$ cat config.mk
export PLATFORM = sky130hd
export DESIGN_NAME = oscp_top
export DESIGN_NICKNAME = d
export VERILOG_FILES = /design/src/design/oscp_pkg.sv /design/src/design/oscp_divider.sv /design/src/design/oscp_top.sv
export SDC_FILE = /design/constraint.sdc
export NUM_CORES = 1
export LEC_CHECK = 0
export BUFFER_PORTS_ARGS = -buffer_cell sky130_fd_sc_hd__buf_2
export CAP_MARGIN = 20
export CORE_MARGIN = 2
export CORE_UTILIZATION = 45
export DETAILED_ROUTE_END_ITERATION = 6
export GPL_TIMING_DRIVEN = 0
export HOLD_SLACK_MARGIN = 0.05
export PLACE_DENSITY = 0.75
export SETUP_SLACK_MARGIN = 0.02
export SYNTH_ARGS = -nofsm -noshare
export SYNTH_HDL_FRONTEND = slang
export SYNTH_SLANG_ARGS = --single-unit
export TNS_END_PERCENT = 30
$ cat constraint.sdc
create_clock -name mclk_in -period 2.56 [get_ports mclk_in]
set_input_delay 0.512 -clock mclk_in [delete_from_list [all_inputs] [get_ports mclk_in]]
set_output_delay 0.512 -clock mclk_in [all_outputs]
set_load 0.02 [all_outputs]
$ cat src/design/oscp_pkg.sv
package oscp_pkg;
   // ----------------------------------------------------------------
   // register map (word index, byte address = 4 x index)
   // ----------------------------------------------------------------
   localparam logic [7:0] OUTCTL_IDX = 8'h29;
   localparam logic [7:0] OUTDIV_IDX = 8'h2a;
   localparam logic [9:0] OUTCTL_ADDR = {OUTCTL_IDX, 2'b00};
   localparam logic [9:0] OUTDIV_ADDR = {OUTDIV_IDX, 2'b00};
   localparam logic [7:0] OUTCTL_RST = 8'h18;
   localparam logic [7:0] OUTDIV_RST = 8'h05;
   // ----------------------------------------------------------------
   // field positions inside channel_six_output_control
   // ----------------------------------------------------------------
   localparam int SRC_LSB = 6;
   localparam int FMT_LSB = 4;
   localparam int MODE1_LSB = 2;
   localparam int MODE2_LSB = 0;
   localparam int FLD_W = 2;
   // ----------------------------------------------------------------
   // source and format codes
   // ----------------------------------------------------------------
   typedef enum logic [1:0] {
      OSCP_SRC_SYN1 = 2'h0,
      OSCP_SRC_SYN2 = 2'h1,
      OSCP_SRC_PRI = 2'h2,
      OSCP_SRC_SEC = 2'h3
   } oscp_src_t;
   typedef enum logic [1:0] {
      OSCP_FMT_OFF = 2'h0,
      OSCP_FMT_ACDIFF = 2'h1,
      OSCP_FMT_HCSL = 2'h2,
      OSCP_FMT_CMOS = 2'h3
   } oscp_fmt_t;
   // single-ended pin modes and the HCSL load tri-state code
   localparam logic [1:0] PIN_OFF_TRI = 2'h0;
   localparam logic [1:0] PIN_OFF_LOW = 2'h1;
   localparam logic [1:0] PIN_ON_INV = 2'h2;
   localparam logic [1:0] PIN_ON_TRUE = 2'h3;
   localparam logic [1:0] HCSL_LOAD_TRI = 2'h0;
endpackage

$ cat src/design/oscp_divider.sv
// channel divider: counts rising edges of the sampled source clock
module oscp_divider #(
   parameter int DIV_W = 8
) (
   input wire logic mclk_in, // system clock
   input wire logic sys_rst_in, // synchronous reset, high
   input wire logic clk_in, // sampled source clock level
   input wire logic [DIV_W-1:0] div_in, // ratio minus one
   input wire logic bypass_in, // pass source undivided
   output logic clk_out // divided clock level
);
   logic prev_q;
   logic [DIV_W-1:0] cnt_q;
   logic [DIV_W-1:0] half;
   logic rise;

   // next edge count, wrapping after the last edge of a period
   function automatic logic [DIV_W-1:0] next_cnt(input logic [DIV_W-1:0] cnt,
      input logic [DIV_W-1:0] lim);
      next_cnt = (cnt >= lim) ? '0 : cnt + DIV_W'(1);
   endfunction

   // ------------------------------------------------------------
   // edge detect and half-period threshold
   // ------------------------------------------------------------
   assign rise = clk_in & ~prev_q;
   assign half = DIV_W'((DIV_W+1)'(div_in) + (DIV_W+1)'(1) >> 1);

   // remember last source level
   always_ff @(posedge mclk_in)
   begin
      if (sys_rst_in)
         prev_q <= 1'b0;
      else
         prev_q <= clk_in;
   end

   // edge counter wraps after div_in + 1 edges
   always_ff @(posedge mclk_in)
   begin
      if (sys_rst_in || bypass_in)
         cnt_q <= '0;
      else if (rise)
         cnt_q <= next_cnt(cnt_q, div_in);
   end

   // output: pass-through for ratio 1 or bypass, else high first half
   always_ff @(posedge mclk_in)
   begin
      if (sys_rst_in)
         clk_out <= 1'b0;
      else if (bypass_in || div_in == '0)
         clk_out <= clk_in;
      else if (rise)
         clk_out <= next_cnt(cnt_q, div_in) < half;
   end

   // ------------------------------------------------------------
   // assertions
   // ------------------------------------------------------------
   property p_div_wrap;
      @(posedge mclk_in) disable iff (sys_rst_in)
      (!sys_rst_in && rise && !bypass_in && cnt_q == div_in) |=> (cnt_q == '0);
   endproperty
   a_div_wrap: assert property (p_div_wrap)
      else $error("divider did not wrap after last edge");

   property p_div_pass;
      @(posedge mclk_in) disable iff (sys_rst_in)
      (!sys_rst_in && (bypass_in || div_in == '0)) |=> (clk_out == $past(clk_in));
   endproperty
   a_div_pass: assert property (p_div_pass)
      else $error("undivided path does not follow source");
endmodule // oscp_divider

$ cat src/design/oscp_top.sv
// Operation
// - source code 0..3 picks synth one, synth two, primary, secondary reference
// - with doubler active a reference source is delivered frequency doubled
// - reference sources bypass the output divider
// - format 0 off, 1 AC differential, 2 HCSL, 3 single-ended CMOS
// - CMOS true pin: tri off, low off, inverted on, true on; else strength
// - CMOS complement pin same four codes; HCSL load, zero means tri-state
// - divider divides by stored code plus one, 1 to 256
// - divider acts only on synthesizer sources
module oscp_top #(
   parameter int DIV_W = 8
) (
   input wire logic mclk_in, // 10 MHz system clock
   input wire logic sys_rst_in, // synchronous reset, high
   input wire logic [9:0] avs_address_in, // byte address
   input wire logic avs_read_in, // read request
   input wire logic avs_write_in, // write request
   input wire logic [31:0] avs_writedata_in, // write data
   input wire logic [3:0] avs_byteenable_in, // byte lanes
   output logic [31:0] avs_readdata_out, // read data
   output logic avs_waitrequest_out, // stall
   input wire logic syn1_clk_in, // first synthesizer clock
   input wire logic syn2_clk_in, // second synthesizer clock
   input wire logic ref_pri_clk_in, // primary reference
   input wire logic ref_sec_clk_in, // secondary reference
   input wire logic doubler_en_in, // reference doubler enable
   output logic diff_p_out, // differential true side
   output logic diff_n_out, // differential complement side
   output logic diff_en_out, // differential driver on
   output logic [1:0] diff_strength_out, // tail current code
   output logic [1:0] hcsl_load_out, // load code
   output logic hcsl_tri_out, // HCSL tri-stated
   output logic true_pin_out, // CMOS true pin level
   output logic true_pin_oe_n_out, // CMOS true pin enable, low drives
   output logic comp_pin_out, // CMOS complement pin level
   output logic comp_pin_oe_n_out, // CMOS complement enable, low drives
   output logic [1:0] format_out // current driver format
);
   logic [7:0] ctl_q;
   logic [DIV_W-1:0] div_q;
   logic ack_q;
   logic [4:0] sync1_q;
   logic [4:0] sync2_q;
   logic [1:0] ref_prev_q;
   logic dbl_en;
   logic pri_src, sec_src, src;
   logic bypass;
   logic div_clk;
   logic [1:0] src_sel, fmt, mode1, mode2;
   logic req, wr_ok;

   // ------------------------------------------------------------
   // register bus slave
   // ------------------------------------------------------------
   assign req = avs_read_in | avs_write_in;
   assign avs_waitrequest_out = req & ~ack_q;
   assign wr_ok = avs_write_in & ack_q & avs_byteenable_in[0];

   // one wait cycle per request, then accept
   always_ff @(posedge mclk_in)
   begin
      if (sys_rst_in)
         ack_q <= 1'b0;
      else
         ack_q <= req & ~ack_q;
   end

   // read data prepared during the wait cycle, unmapped reads zero
   always_ff @(posedge mclk_in)
   begin
      if (sys_rst_in)
         avs_readdata_out <= '0;
      else if (avs_read_in && !ack_q)
      begin
         unique case (avs_address_in)
            oscp_pkg::OUTCTL_ADDR: avs_readdata_out <= {24'h00_0000, ctl_q};
            oscp_pkg::OUTDIV_ADDR: avs_readdata_out <= 32'(div_q);
            default: avs_readdata_out <= '0;
         endcase
      end
   end

   // control register
   always_ff @(posedge mclk_in)
   begin
      if (sys_rst_in)
         ctl_q <= oscp_pkg::OUTCTL_RST;
      else if (wr_ok && avs_address_in == oscp_pkg::OUTCTL_ADDR)
         ctl_q <= avs_writedata_in[7:0];
   end

   // divider register
   always_ff @(posedge mclk_in)
   begin
      if (sys_rst_in)
         div_q <= DIV_W'(oscp_pkg::OUTDIV_RST);
      else if (wr_ok && avs_address_in == oscp_pkg::OUTDIV_ADDR)
         div_q <= avs_writedata_in[DIV_W-1:0];
   end

   // field split
   assign src_sel = ctl_q[oscp_pkg::SRC_LSB +: oscp_pkg::FLD_W];
   assign fmt = ctl_q[oscp_pkg::FMT_LSB +: oscp_pkg::FLD_W];
   assign mode1 = ctl_q[oscp_pkg::MODE1_LSB +: oscp_pkg::FLD_W];
   assign mode2 = ctl_q[oscp_pkg::MODE2_LSB +: oscp_pkg::FLD_W];

   // ------------------------------------------------------------
   // pin synchronisers
   // ------------------------------------------------------------
   always_ff @(posedge mclk_in)
   begin
      if (sys_rst_in)
      begin
         sync1_q <= '0;
         sync2_q <= '0;
      end
      else
      begin
         sync1_q <= {doubler_en_in, ref_sec_clk_in, ref_pri_clk_in, syn2_clk_in, syn1_clk_in};
         sync2_q <= sync1_q;
      end
   end

   assign dbl_en = sync2_q[4];

   // previous reference levels for the doubler edge detect
   always_ff @(posedge mclk_in)
   begin
      if (sys_rst_in)
         ref_prev_q <= '0;
      else
         ref_prev_q <= sync2_q[3:2];
   end

   // ------------------------------------------------------------
   // source select with doubler: a pulse on every reference edge
   // ------------------------------------------------------------
   assign pri_src = dbl_en ? (sync2_q[2] ^ ref_prev_q[0]) : sync2_q[2];
   assign sec_src = dbl_en ? (sync2_q[3] ^ ref_prev_q[1]) : sync2_q[3];

   // channel source mux
   always_comb
   begin
      unique case (oscp_pkg::oscp_src_t'(src_sel))
         oscp_pkg::OSCP_SRC_SYN1: src = sync2_q[0];
         oscp_pkg::OSCP_SRC_SYN2: src = sync2_q[1];
         oscp_pkg::OSCP_SRC_PRI: src = pri_src;
         oscp_pkg::OSCP_SRC_SEC: src = sec_src;
      endcase
   end

   assign bypass = (src_sel == oscp_pkg::OSCP_SRC_PRI) || (src_sel == oscp_pkg::OSCP_SRC_SEC);

   oscp_divider #(
      .DIV_W(DIV_W)
   ) u_div (
      .mclk_in(mclk_in),
      .sys_rst_in(sys_rst_in),
      .clk_in(src),
      .div_in(div_q),
      .bypass_in(bypass),
      .clk_out(div_clk)
   );

   // ------------------------------------------------------------
   // output driver
   // ------------------------------------------------------------
   function automatic logic [1:0] pin_drive(input logic [1:0] mode, input logic clk);
      // returns {oe_n, level}
      unique case (mode)
         oscp_pkg::PIN_OFF_TRI: pin_drive = 2'b10;
         oscp_pkg::PIN_OFF_LOW: pin_drive = 2'b00;
         oscp_pkg::PIN_ON_INV: pin_drive = {1'b0, ~clk};
         oscp_pkg::PIN_ON_TRUE: pin_drive = {1'b0, clk};
      endcase
   endfunction

   // registered driver state per format
   always_ff @(posedge mclk_in)
   begin
      if (sys_rst_in)
      begin
         {diff_p_out, diff_n_out, diff_en_out} <= 3'b000;
         diff_strength_out <= '0;
         hcsl_load_out <= '0;
         hcsl_tri_out <= 1'b1;
         {true_pin_oe_n_out, true_pin_out} <= 2'b10;
         {comp_pin_oe_n_out, comp_pin_out} <= 2'b10;
         format_out <= '0;
      end
      else
      begin
         format_out <= fmt;
         diff_strength_out <= mode1;
         hcsl_load_out <= mode2;
         hcsl_tri_out <= (fmt != oscp_pkg::OSCP_FMT_HCSL) || (mode2 == oscp_pkg::HCSL_LOAD_TRI);
         unique case (oscp_pkg::oscp_fmt_t'(fmt))
            oscp_pkg::OSCP_FMT_OFF:
            begin
               {diff_p_out, diff_n_out, diff_en_out} <= 3'b000;
               {true_pin_oe_n_out, true_pin_out} <= 2'b10;
               {comp_pin_oe_n_out, comp_pin_out} <= 2'b10;
            end
            oscp_pkg::OSCP_FMT_ACDIFF, oscp_pkg::OSCP_FMT_HCSL:
            begin
               {diff_p_out, diff_n_out, diff_en_out} <= {div_clk, ~div_clk, 1'b1};
               {true_pin_oe_n_out, true_pin_out} <= 2'b10;
               {comp_pin_oe_n_out, comp_pin_out} <= 2'b10;
            end
            oscp_pkg::OSCP_FMT_CMOS:
            begin
               {diff_p_out, diff_n_out, diff_en_out} <= 3'b000;
               {true_pin_oe_n_out, true_pin_out} <= pin_drive(mode1, div_clk);
               {comp_pin_oe_n_out, comp_pin_out} <= pin_drive(mode2, div_clk);
            end
         endcase
      end
   end

   // ------------------------------------------------------------
   // assertions
   // ------------------------------------------------------------
   property p_src_syn1;
      @(posedge mclk_in) disable iff (sys_rst_in)
      (src_sel == oscp_pkg::OSCP_SRC_SYN1) |-> (src == sync2_q[0]) && !bypass;
   endproperty
   a_src_syn1: assert property (p_src_syn1)
      else $error("code zero does not route first synthesizer");

   property p_src_dbl;
      @(posedge mclk_in) disable iff (sys_rst_in)
      (src_sel == oscp_pkg::OSCP_SRC_SEC && dbl_en) |-> (src == (sync2_q[3] ^ ref_prev_q[1]));
   endproperty
   a_src_dbl: assert property (p_src_dbl)
      else $error("secondary reference not doubled");

   property p_bypass;
      @(posedge mclk_in) disable iff (sys_rst_in)
      src_sel[1] |-> bypass;
   endproperty
   a_bypass: assert property (p_bypass)
      else $error("reference source not bypassing divider");

   property p_fmt_out;
      @(posedge mclk_in) disable iff (sys_rst_in)
      (!sys_rst_in && fmt == oscp_pkg::OSCP_FMT_ACDIFF)
         |=> diff_en_out && true_pin_oe_n_out && comp_pin_oe_n_out;
   endproperty
   a_fmt_out: assert property (p_fmt_out)
      else $error("differential format not driving differential pair");

   property p_true_low;
      @(posedge mclk_in) disable iff (sys_rst_in)
      (!sys_rst_in && fmt == oscp_pkg::OSCP_FMT_CMOS && mode1 == oscp_pkg::PIN_OFF_LOW)
         |=> !true_pin_oe_n_out && !true_pin_out;
   endproperty
   a_true_low: assert property (p_true_low)
      else $error("true pin not held low");

   property p_comp_inv;
      @(posedge mclk_in) disable iff (sys_rst_in)
      (!sys_rst_in && fmt == oscp_pkg::OSCP_FMT_CMOS && mode2 == oscp_pkg::PIN_ON_INV)
         |=> !comp_pin_oe_n_out && (comp_pin_out == !$past(div_clk));
   endproperty
   a_comp_inv: assert property (p_comp_inv)
      else $error("complement pin not inverted");

   property p_off;
      @(posedge mclk_in) disable iff (sys_rst_in)
      (!sys_rst_in && fmt == oscp_pkg::OSCP_FMT_OFF)
         |=> !diff_en_out && !diff_p_out && true_pin_oe_n_out && comp_pin_oe_n_out;
   endproperty
   a_off: assert property (p_off)
      else $error("disabled output is active");

   property p_wait;
      @(posedge mclk_in) disable iff (sys_rst_in)
      ($rose(req) && !ack_q) |-> avs_waitrequest_out ##1 !avs_waitrequest_out;
   endproperty
   a_wait: assert property (p_wait)
      else $error("request not answered after one wait cycle");

   c_cmos: cover property (@(posedge mclk_in) fmt == oscp_pkg::OSCP_FMT_CMOS && !true_pin_oe_n_out);
   c_dbl: cover property (@(posedge mclk_in) dbl_en && src_sel == oscp_pkg::OSCP_SRC_PRI);
   c_div: cover property (@(posedge mclk_in) !bypass && div_q != '0 && $rose(div_clk));
endmodule // oscp_top

==> results of run 1 <==
-- Yosys cell counts (all sizes together) --
| cell | number | area [um2] |
|---|---|---|
| nor4b | 2 | 32.5 |
| o32ai | 1 | 8.76 |
| ha | 21 | 263 |
| clkbuf | 8 | 30.0 |
| and3 | 5 | 31.3 |
| o21a | 3 | 22.5 |
| o31a | 1 | 8.76 |
| o211ai | 1 | 7.51 |
| a211oi | 9 | 67.6 |
| nand4b | 1 | 8.76 |
| mux2i | 16 | 160 |
| or2 | 1 | 6.26 |
| a22oi | 8 | 60.1 |
| xnor2 | 11 | 96.3 |
| xor2 | 3 | 26.3 |
| a41oi | 1 | 8.76 |
| nor3 | 4 | 20.0 |
| nand3b | 1 | 7.51 |
| conb | 1 | 3.75 |
| dfxtp | 61 | 1220 |
| o32a | 2 | 20.0 |
| inv | 15 | 56.3 |
| nand2 | 14 | 52.6 |
| o21ai | 5 | 25.0 |
| nand3 | 15 | 75.1 |
| or3 | 2 | 12.5 |
| a21oi | 7 | 35.0 |
| a21o | 1 | 7.51 |
| buf | 28 | 196 |
| o31ai | 4 | 30.0 |
| or4b | 2 | 27.5 |
| nand2b | 2 | 12.5 |
| nor4 | 4 | 40.0 |
| nand4 | 4 | 55.1 |
| o22ai | 2 | 12.5 |
| nor2 | 39 | 146 |
| or4 | 3 | 22.5 |
| o22a | 1 | 8.76 |
| nor2b | 19 | 119 |
| a31oi | 3 | 18.8 |
| o2111ai | 1 | 8.76 |
-- cells by family (layout without fill, tap and decap cells) --
logic type               after synthesis  after routing  share of synthesized area
buffers and inverters                 51            118                     0.0920
AO/OA/AOI/OAI                         50             51                      0.114
XOR/XNOR                              14             14                     0.0399
adder cells (fa/ha/maj)               21             21                     0.0855
flip-flops                            61             61                      0.397
AND/OR/NAND/NOR                      118            118                      0.218
other                                  1             24                    0.00122
multiplexers                          16             16                     0.0521
-- layer usage --
layer / share of wire / track usage / vias up
li1: - / - / 1294
met1: 0.42 / 0.238 / 1222
met2: 0.51 / 0.345 / 95
met3: 0.056 / 0.0543 / 20
met4: 0.022 / 0.0781 / 0
met5: 0 / 0 / -
-- metrics by stage --
stage	setup TNS (ns)	utilization	cell area [um2]	std cells	power, mW
finish	-0.0565	0.577	3860	503	2.03
global route	-0.182	0.577	3860	503	2.09
detailed placement	-0.388	0.528	3530	485	1.22
CTS	-0.0364	0.568	3800	501	2.03
global placement	-0.316	0.528	3530	485	1.21
floorplan	0	-	3180	355	1.16
-- state kept, by name, indices dropped and copies added, names as in the netlist, 5 cells and up --
signal and flops:
u_div.cnt_q 8, div_q 8, avs_readdata_out 8, sync2_q 5
sync1_q 5, ctl_q 8
-- power by group --
part / total (mW) / internal, mW / leakage, nW / switching (mW)
Combinational: 0.231 / 0.0951 / 1.20 / 0.135
Sequential: 0.987 / 0.971 / 0.501 / 0.0159
Clock: 0.816 / 0.439 / 0.0919 / 0.377
-- worst reg2reg max path, delay by kind of cell, from the launching register on --
family / cells / cell delay (ns)
adder cells (fa/ha/maj): 2 / 0.46
flip-flops: 1 / 0.38
buffers and inverters: 1 / 0.06
AO/OA/AOI/OAI: 5 / 0.78
AND/OR/NAND/NOR: 4 / 0.87
-- timing repair --
| item | 4_1_cts | 5_1_grt |
|---|---|---|
| pin swaps | 6 | 4 |
| setup buffers | 2 | 2 |
| gates resized for setup | 19 | 12 |
| cloned | 1 | 0 |
| endpoints found under the setup margin | 1 | 3 |
| hold endpoints to repair | 0 | 0 |
-- worst paths after layout --
kind / end / slack [ns] / cells past startpoint
worst max register to register: u_div.clk_out / -0.06 / 12
worst min register to register: sync2_q[3] / 0.43 / 1
worst max-delay path: u_div.clk_out / -0.06 / 12
worst min-delay path: sync1_q[4] / 0.38 / 2
-- final cells by class --
| class | count | area, um2 | share of cell area |
|---|---|---|---|
| timing repair buffer | 54 | 288 | 0.0746 |
| tap | 80 | 100 | 0.0260 |
| buffer | 34 | 230 | 0.0597 |
| clock buffer | 10 | 128 | 0.0331 |
| inverter | 15 | 56.3 | 0.0146 |
| clock inverter | 5 | 52.6 | 0.0136 |
| multi-input combinational | 244 | 1760 | 0.457 |
| sequential | 61 | 1240 | 0.321 |
==> metrics.txt, run 1 <==
status=finished, violations left; failing checks=setup timing; WL final=7260 um; GR Overflow Total=0; worst slew pin tran=0.699 ns; Hold Worst Slack=0.380 ns; Fillers=596; crit path cell chain=inv_2 > ha_2 > or4_4 > a21oi_4 > o31ai_4 > nor2_1 > ha_1 > a211oi_2 > nor2_1 > nor3_2 > o2111ai_1 > o22ai_1; CP max stage cell=or4_4; detailed-placement wirelength estimate=5060 um; die height=86.6 um; I/O pins=102; Layout area overhead=25.5%; unique cell type count in the Yosys netlist=46; hold_buf cts=0; clock-pin slew on the worst setup and hold paths=0.07 ns; H-tree depth=3; Hold Crit Start=doubler_en_in; RSZ-0062 raised after global routing=true; Final period util=1.02; diodes inserted=0; core area=6680 um2; Clk Latency, worst-skew pair=0.34 ns; drt first pass iters=5; IO buf count=50; Rel. slew slack=0.532; CTS tree=built; antenna viol nets, final=0; vias per std cell=5.23; Seq/Total Area, Yosys=0.397; clock sinks=61; Worst setup startpoint=div_q[4]; # rows=30; commonest non-fill, non-tap cell in the layout=dfxtp_1; clock skew=0.00790 ns; most frequent cells in the layout=dfxtp_1 (55), buf_2 (51), nor2_1 (38); initial antenna violation count=0; number of synthesis warnings=0; WP data arrival=2.88 ns; Leak=1.79 nW; fmax=382 MHz; crit path max fanout=6; CP Data Required Time=2.83 ns; routability congestion estimate=0.854; DR iter-0 viols=153; crit-path leading delay family=simple AND/OR/NAND/NOR gates; cts bufs inserted=9; critical path class=reg2reg; drt drc=0; RR Startpoint=div_q[4]; Buf+Inv Stages, Crit Path=1; Final min period=2.62 ns; CP Launch Type=flop; final setup fails=1; largest stage delay on the critical path=0.53 ns; Starting Density=0.460; pre-CTS setup slack=-0.388 ns; largest net degree at the start of global routing=11; post-DR wirelength/cell=14.4 um; Final Max Slew Viols=0; Max-cap violations=0; Die ar.=7510 um2; vias in the first global route=2,499; share of cells above drive strength 1=0.293; Final #Nets=495; first-pass GRT wire length=11,800 um; CTS Root Cell=clkbuf_8; Post-Synthesis Cells=332; P per Cell Area=527 nW/um2; Seq cells post-synth=61; Final WS setup=-0.0565 ns; Max IR drop VDD=0.000231 V; GRT Util Overall=0.201; most used cell, CP=nor2_1; syn_area_per_cell=9.26 um2; DIE WIDTH=86.6 um; Final Hold Fails=0; class of the worst hold path=in2reg; clk buf depth=2; Syn Std Cell Area=3070 um2; Via Count=2,631; crit end category=flop
Power figures use the tool's default switching activity.
==> inputs of run 2 (changes only) <==
--- a/config.mk
+++ b/config.mk
@@ -5,6 +5,7 @@
 export SDC_FILE = /design/constraint.sdc
 export NUM_CORES = 1
 export LEC_CHECK = 0
+export ABC_AREA = 1
 export BUFFER_PORTS_ARGS = -buffer_cell sky130_fd_sc_hd__buf_2
 export CAP_MARGIN = 20
 export CORE_MARGIN = 2
==> run 2 against run 1 <==
Effect of this change: the flow now finishes without violations; non-clock buffer count fell by 3; global-route usage fell by 1.3 points; power rose by 5.9%; clock power rose by 9.6%; first-iteration DRC count fell by 11%; synthesized area rose by 1.1%; combinational power rose by 15%; worst setup slack improved by 0.23 ns; critical path type unchanged.
==> metrics.txt, run 2 <==
fmax=420 MHz; number of synthesis warnings=0; non-filler cells, final=566; H-tree depth=3; Die ar.=7580 um2; vias in the first global route=2,492; drt drc=0; Seq cells post-synth=61; Final Hold Fails=0; Synth top area share=0.393; cts bufs inserted=9; Seq/Total Area, Yosys=0.393; Starting Density=0.462; CTS tree=built; unique cell type count in the Yosys netlist=37; largest net degree at the start of global routing=14; die height=87.1 um; post-DR wirelength/cell=11.9 um; cell with the most instances after synthesis=nor2_1; core area=6720 um2; CP Launch Type=flop; most frequent cells in the layout=nor2_1 (62), dfxtp_1 (58), inv_1 (56); Post-synth EDFFs=0; diodes inserted=0; DIE WIDTH=87.1 um; antenna viol nets, final=0; initial antenna violation count=0; WL final=6760 um; IO buf count=49; setup TNS=0 ns; final setup fails=0; Final min period=2.38 ns; Post-synth top flop=dfxtp_1; top cells by count, synth=nor2_1 (64), dfxtp_1 (61), inv_1 (58), nand2_1 (44), buf_4 (25); top cells by area, synth=dfxtp_1 (39%), ha_1 (8.5%), nor2_1 (7.7%), inv_1 (7.0%), buf_4 (6.0%); Post-Synthesis Cells=396; Final Util=0.564; DP Cell Count=548; Fillers=642; CTS Root Cell=clkbuf_8; syn_area_per_cell=7.85 um2; routability congestion estimate=0.821; clock sinks=61; # rows=30; Final period util=0.931; PnR Total Power=2.15 mW; vias per std cell=4.84; share of cells above drive strength 1=0.247; Syn Std Cell Area=3110 um2; crit path max fanout=4; area leader, netlist=dfxtp_1; detailed-placement wirelength estimate=5280 um; worst slew pin tran=0.524 ns; GR Overflow Total=0; Final #Nets=557; first-pass GRT wire length=11,100 um; Max IR drop VDD=0.000305 V; Via Count=2,738; class of the worst hold path=in2reg; clock skew=0.00845 ns; clk buf depth=2; Max-cap violations=0; Clk Latency, worst-skew pair=0.35 ns; CP Data Required Time=2.84 ns; RSZ-0062 raised after global routing=false; drt first pass iters=4; Leak=1.90 nW; Synth async-reset ratio=0; commonest non-fill, non-tap cell in the layout=nor2_1; crit end category=flop; Layout area overhead=22.1%; critical path class=reg2reg; DR iter-0 viols=136; status=finished, final reports clean; WP data arrival=2.67 ns; GRT Util Overall=0.188; clock-pin slew on the worst setup and hold paths=0.08 ns; Final Max Slew Viols=0; Rel. slew slack=0.651; P per Cell Area=568 nW/um2; I/O pins=102
-- run 2: power by group --
| group | switching (mW) | internal, mW | leakage [nW] |
|---|---|---|---|
| logic | 0.162 | 0.104 | 1.30 |
| clock network | 0.433 | 0.461 | 0.105 |
| registers | 0.0173 | 0.977 | 0.499 |
| total | 0.612 | 1.54 | 1.90 |
-- run 2: routing by layer --
layer / global-route usage / part of all wire / vias to the layer above
met5: 0 / 0 / -
met4: 0.0699 / 0.020 / 0
met3: 0.0455 / 0.061 / 13
met2: 0.315 / 0.48 / 80
met1: 0.234 / 0.44 / 1239
li1: - / - / 1406
-- run 2: repair_timing --
action | in CTS | in global routing
gates resized for setup | 0 | 12
pin swaps | 1 | 0
cloned | 0 | 0
buffers inserted | 2 | 0
endpoints found under the setup margin | 1 | 1
hold buffers | 0 | 0
-- run 2: final cells by class --
type / instances / area [um2] / area share
clock inverter: 7 / 78.8 / 0.0208
timing repair buffer: 51 / 260 / 0.0686
tap: 80 / 100 / 0.0264
inverter: 59 / 221 / 0.0584
buffer: 34 / 233 / 0.0614
clock buffer: 9 / 124 / 0.0327
sequential: 61 / 1220 / 0.323
multi-input combinational: 265 / 1550 / 0.409
-- run 2: critical path: stages (launching register included) --
cell and delay (ns):
dfxtp_1 0.36, inv_1 0.11, ha_1 0.32, a21o_1 0.19, nor2_4 0.14, nand3_4 0.11
buf_4 0.17, nor3b_4 0.19, ha_1 0.27, a21oi_1 0.15, nand2_1 0.08, nand2_1 0.06
nand2_1 0.04, a21oi_1 0.11
-- run 2: cell families (layout without fill, tap and decap cells) --
logic type                 count (synthesis)  count (layout)  share of synthesized area
xor gates and xnor gates                  11              11                     0.0310
buffers and inverters                     93             160                      0.146
adders and majority gates                 21              21                     0.0846
and+or+nand+nor                          144             144                      0.218
other                                      1              24                    0.00121
AOI/OAI and AO/OA                         65              65                      0.126
DFF                                       61              61                      0.393
-- run 2: final timing paths --
kind,startpoint,end,slack (ns),depth (start not counted)
worst min register to register,sync1_q[4],sync2_q[4],0.41,2
worst min-delay path,ref_sec_clk_in,sync1_q[3],0.36,3
worst max register to register,div_q[7],u_div.clk_out,0.18,13
worst max-delay path,div_q[7],u_div.clk_out,0.18,13
-- run 2: through the flow --
stage	hold slack [ns]	instance area (um2)	setup WS, ns
finish	0.356	3790	0.178
global route	0.366	3790	0.0214
CTS	0.357	3760	0.0794
detailed placement	0.396	3540	0.0464
global placement	0.397	3540	0.0625
floorplan	0.388	3190	0.357
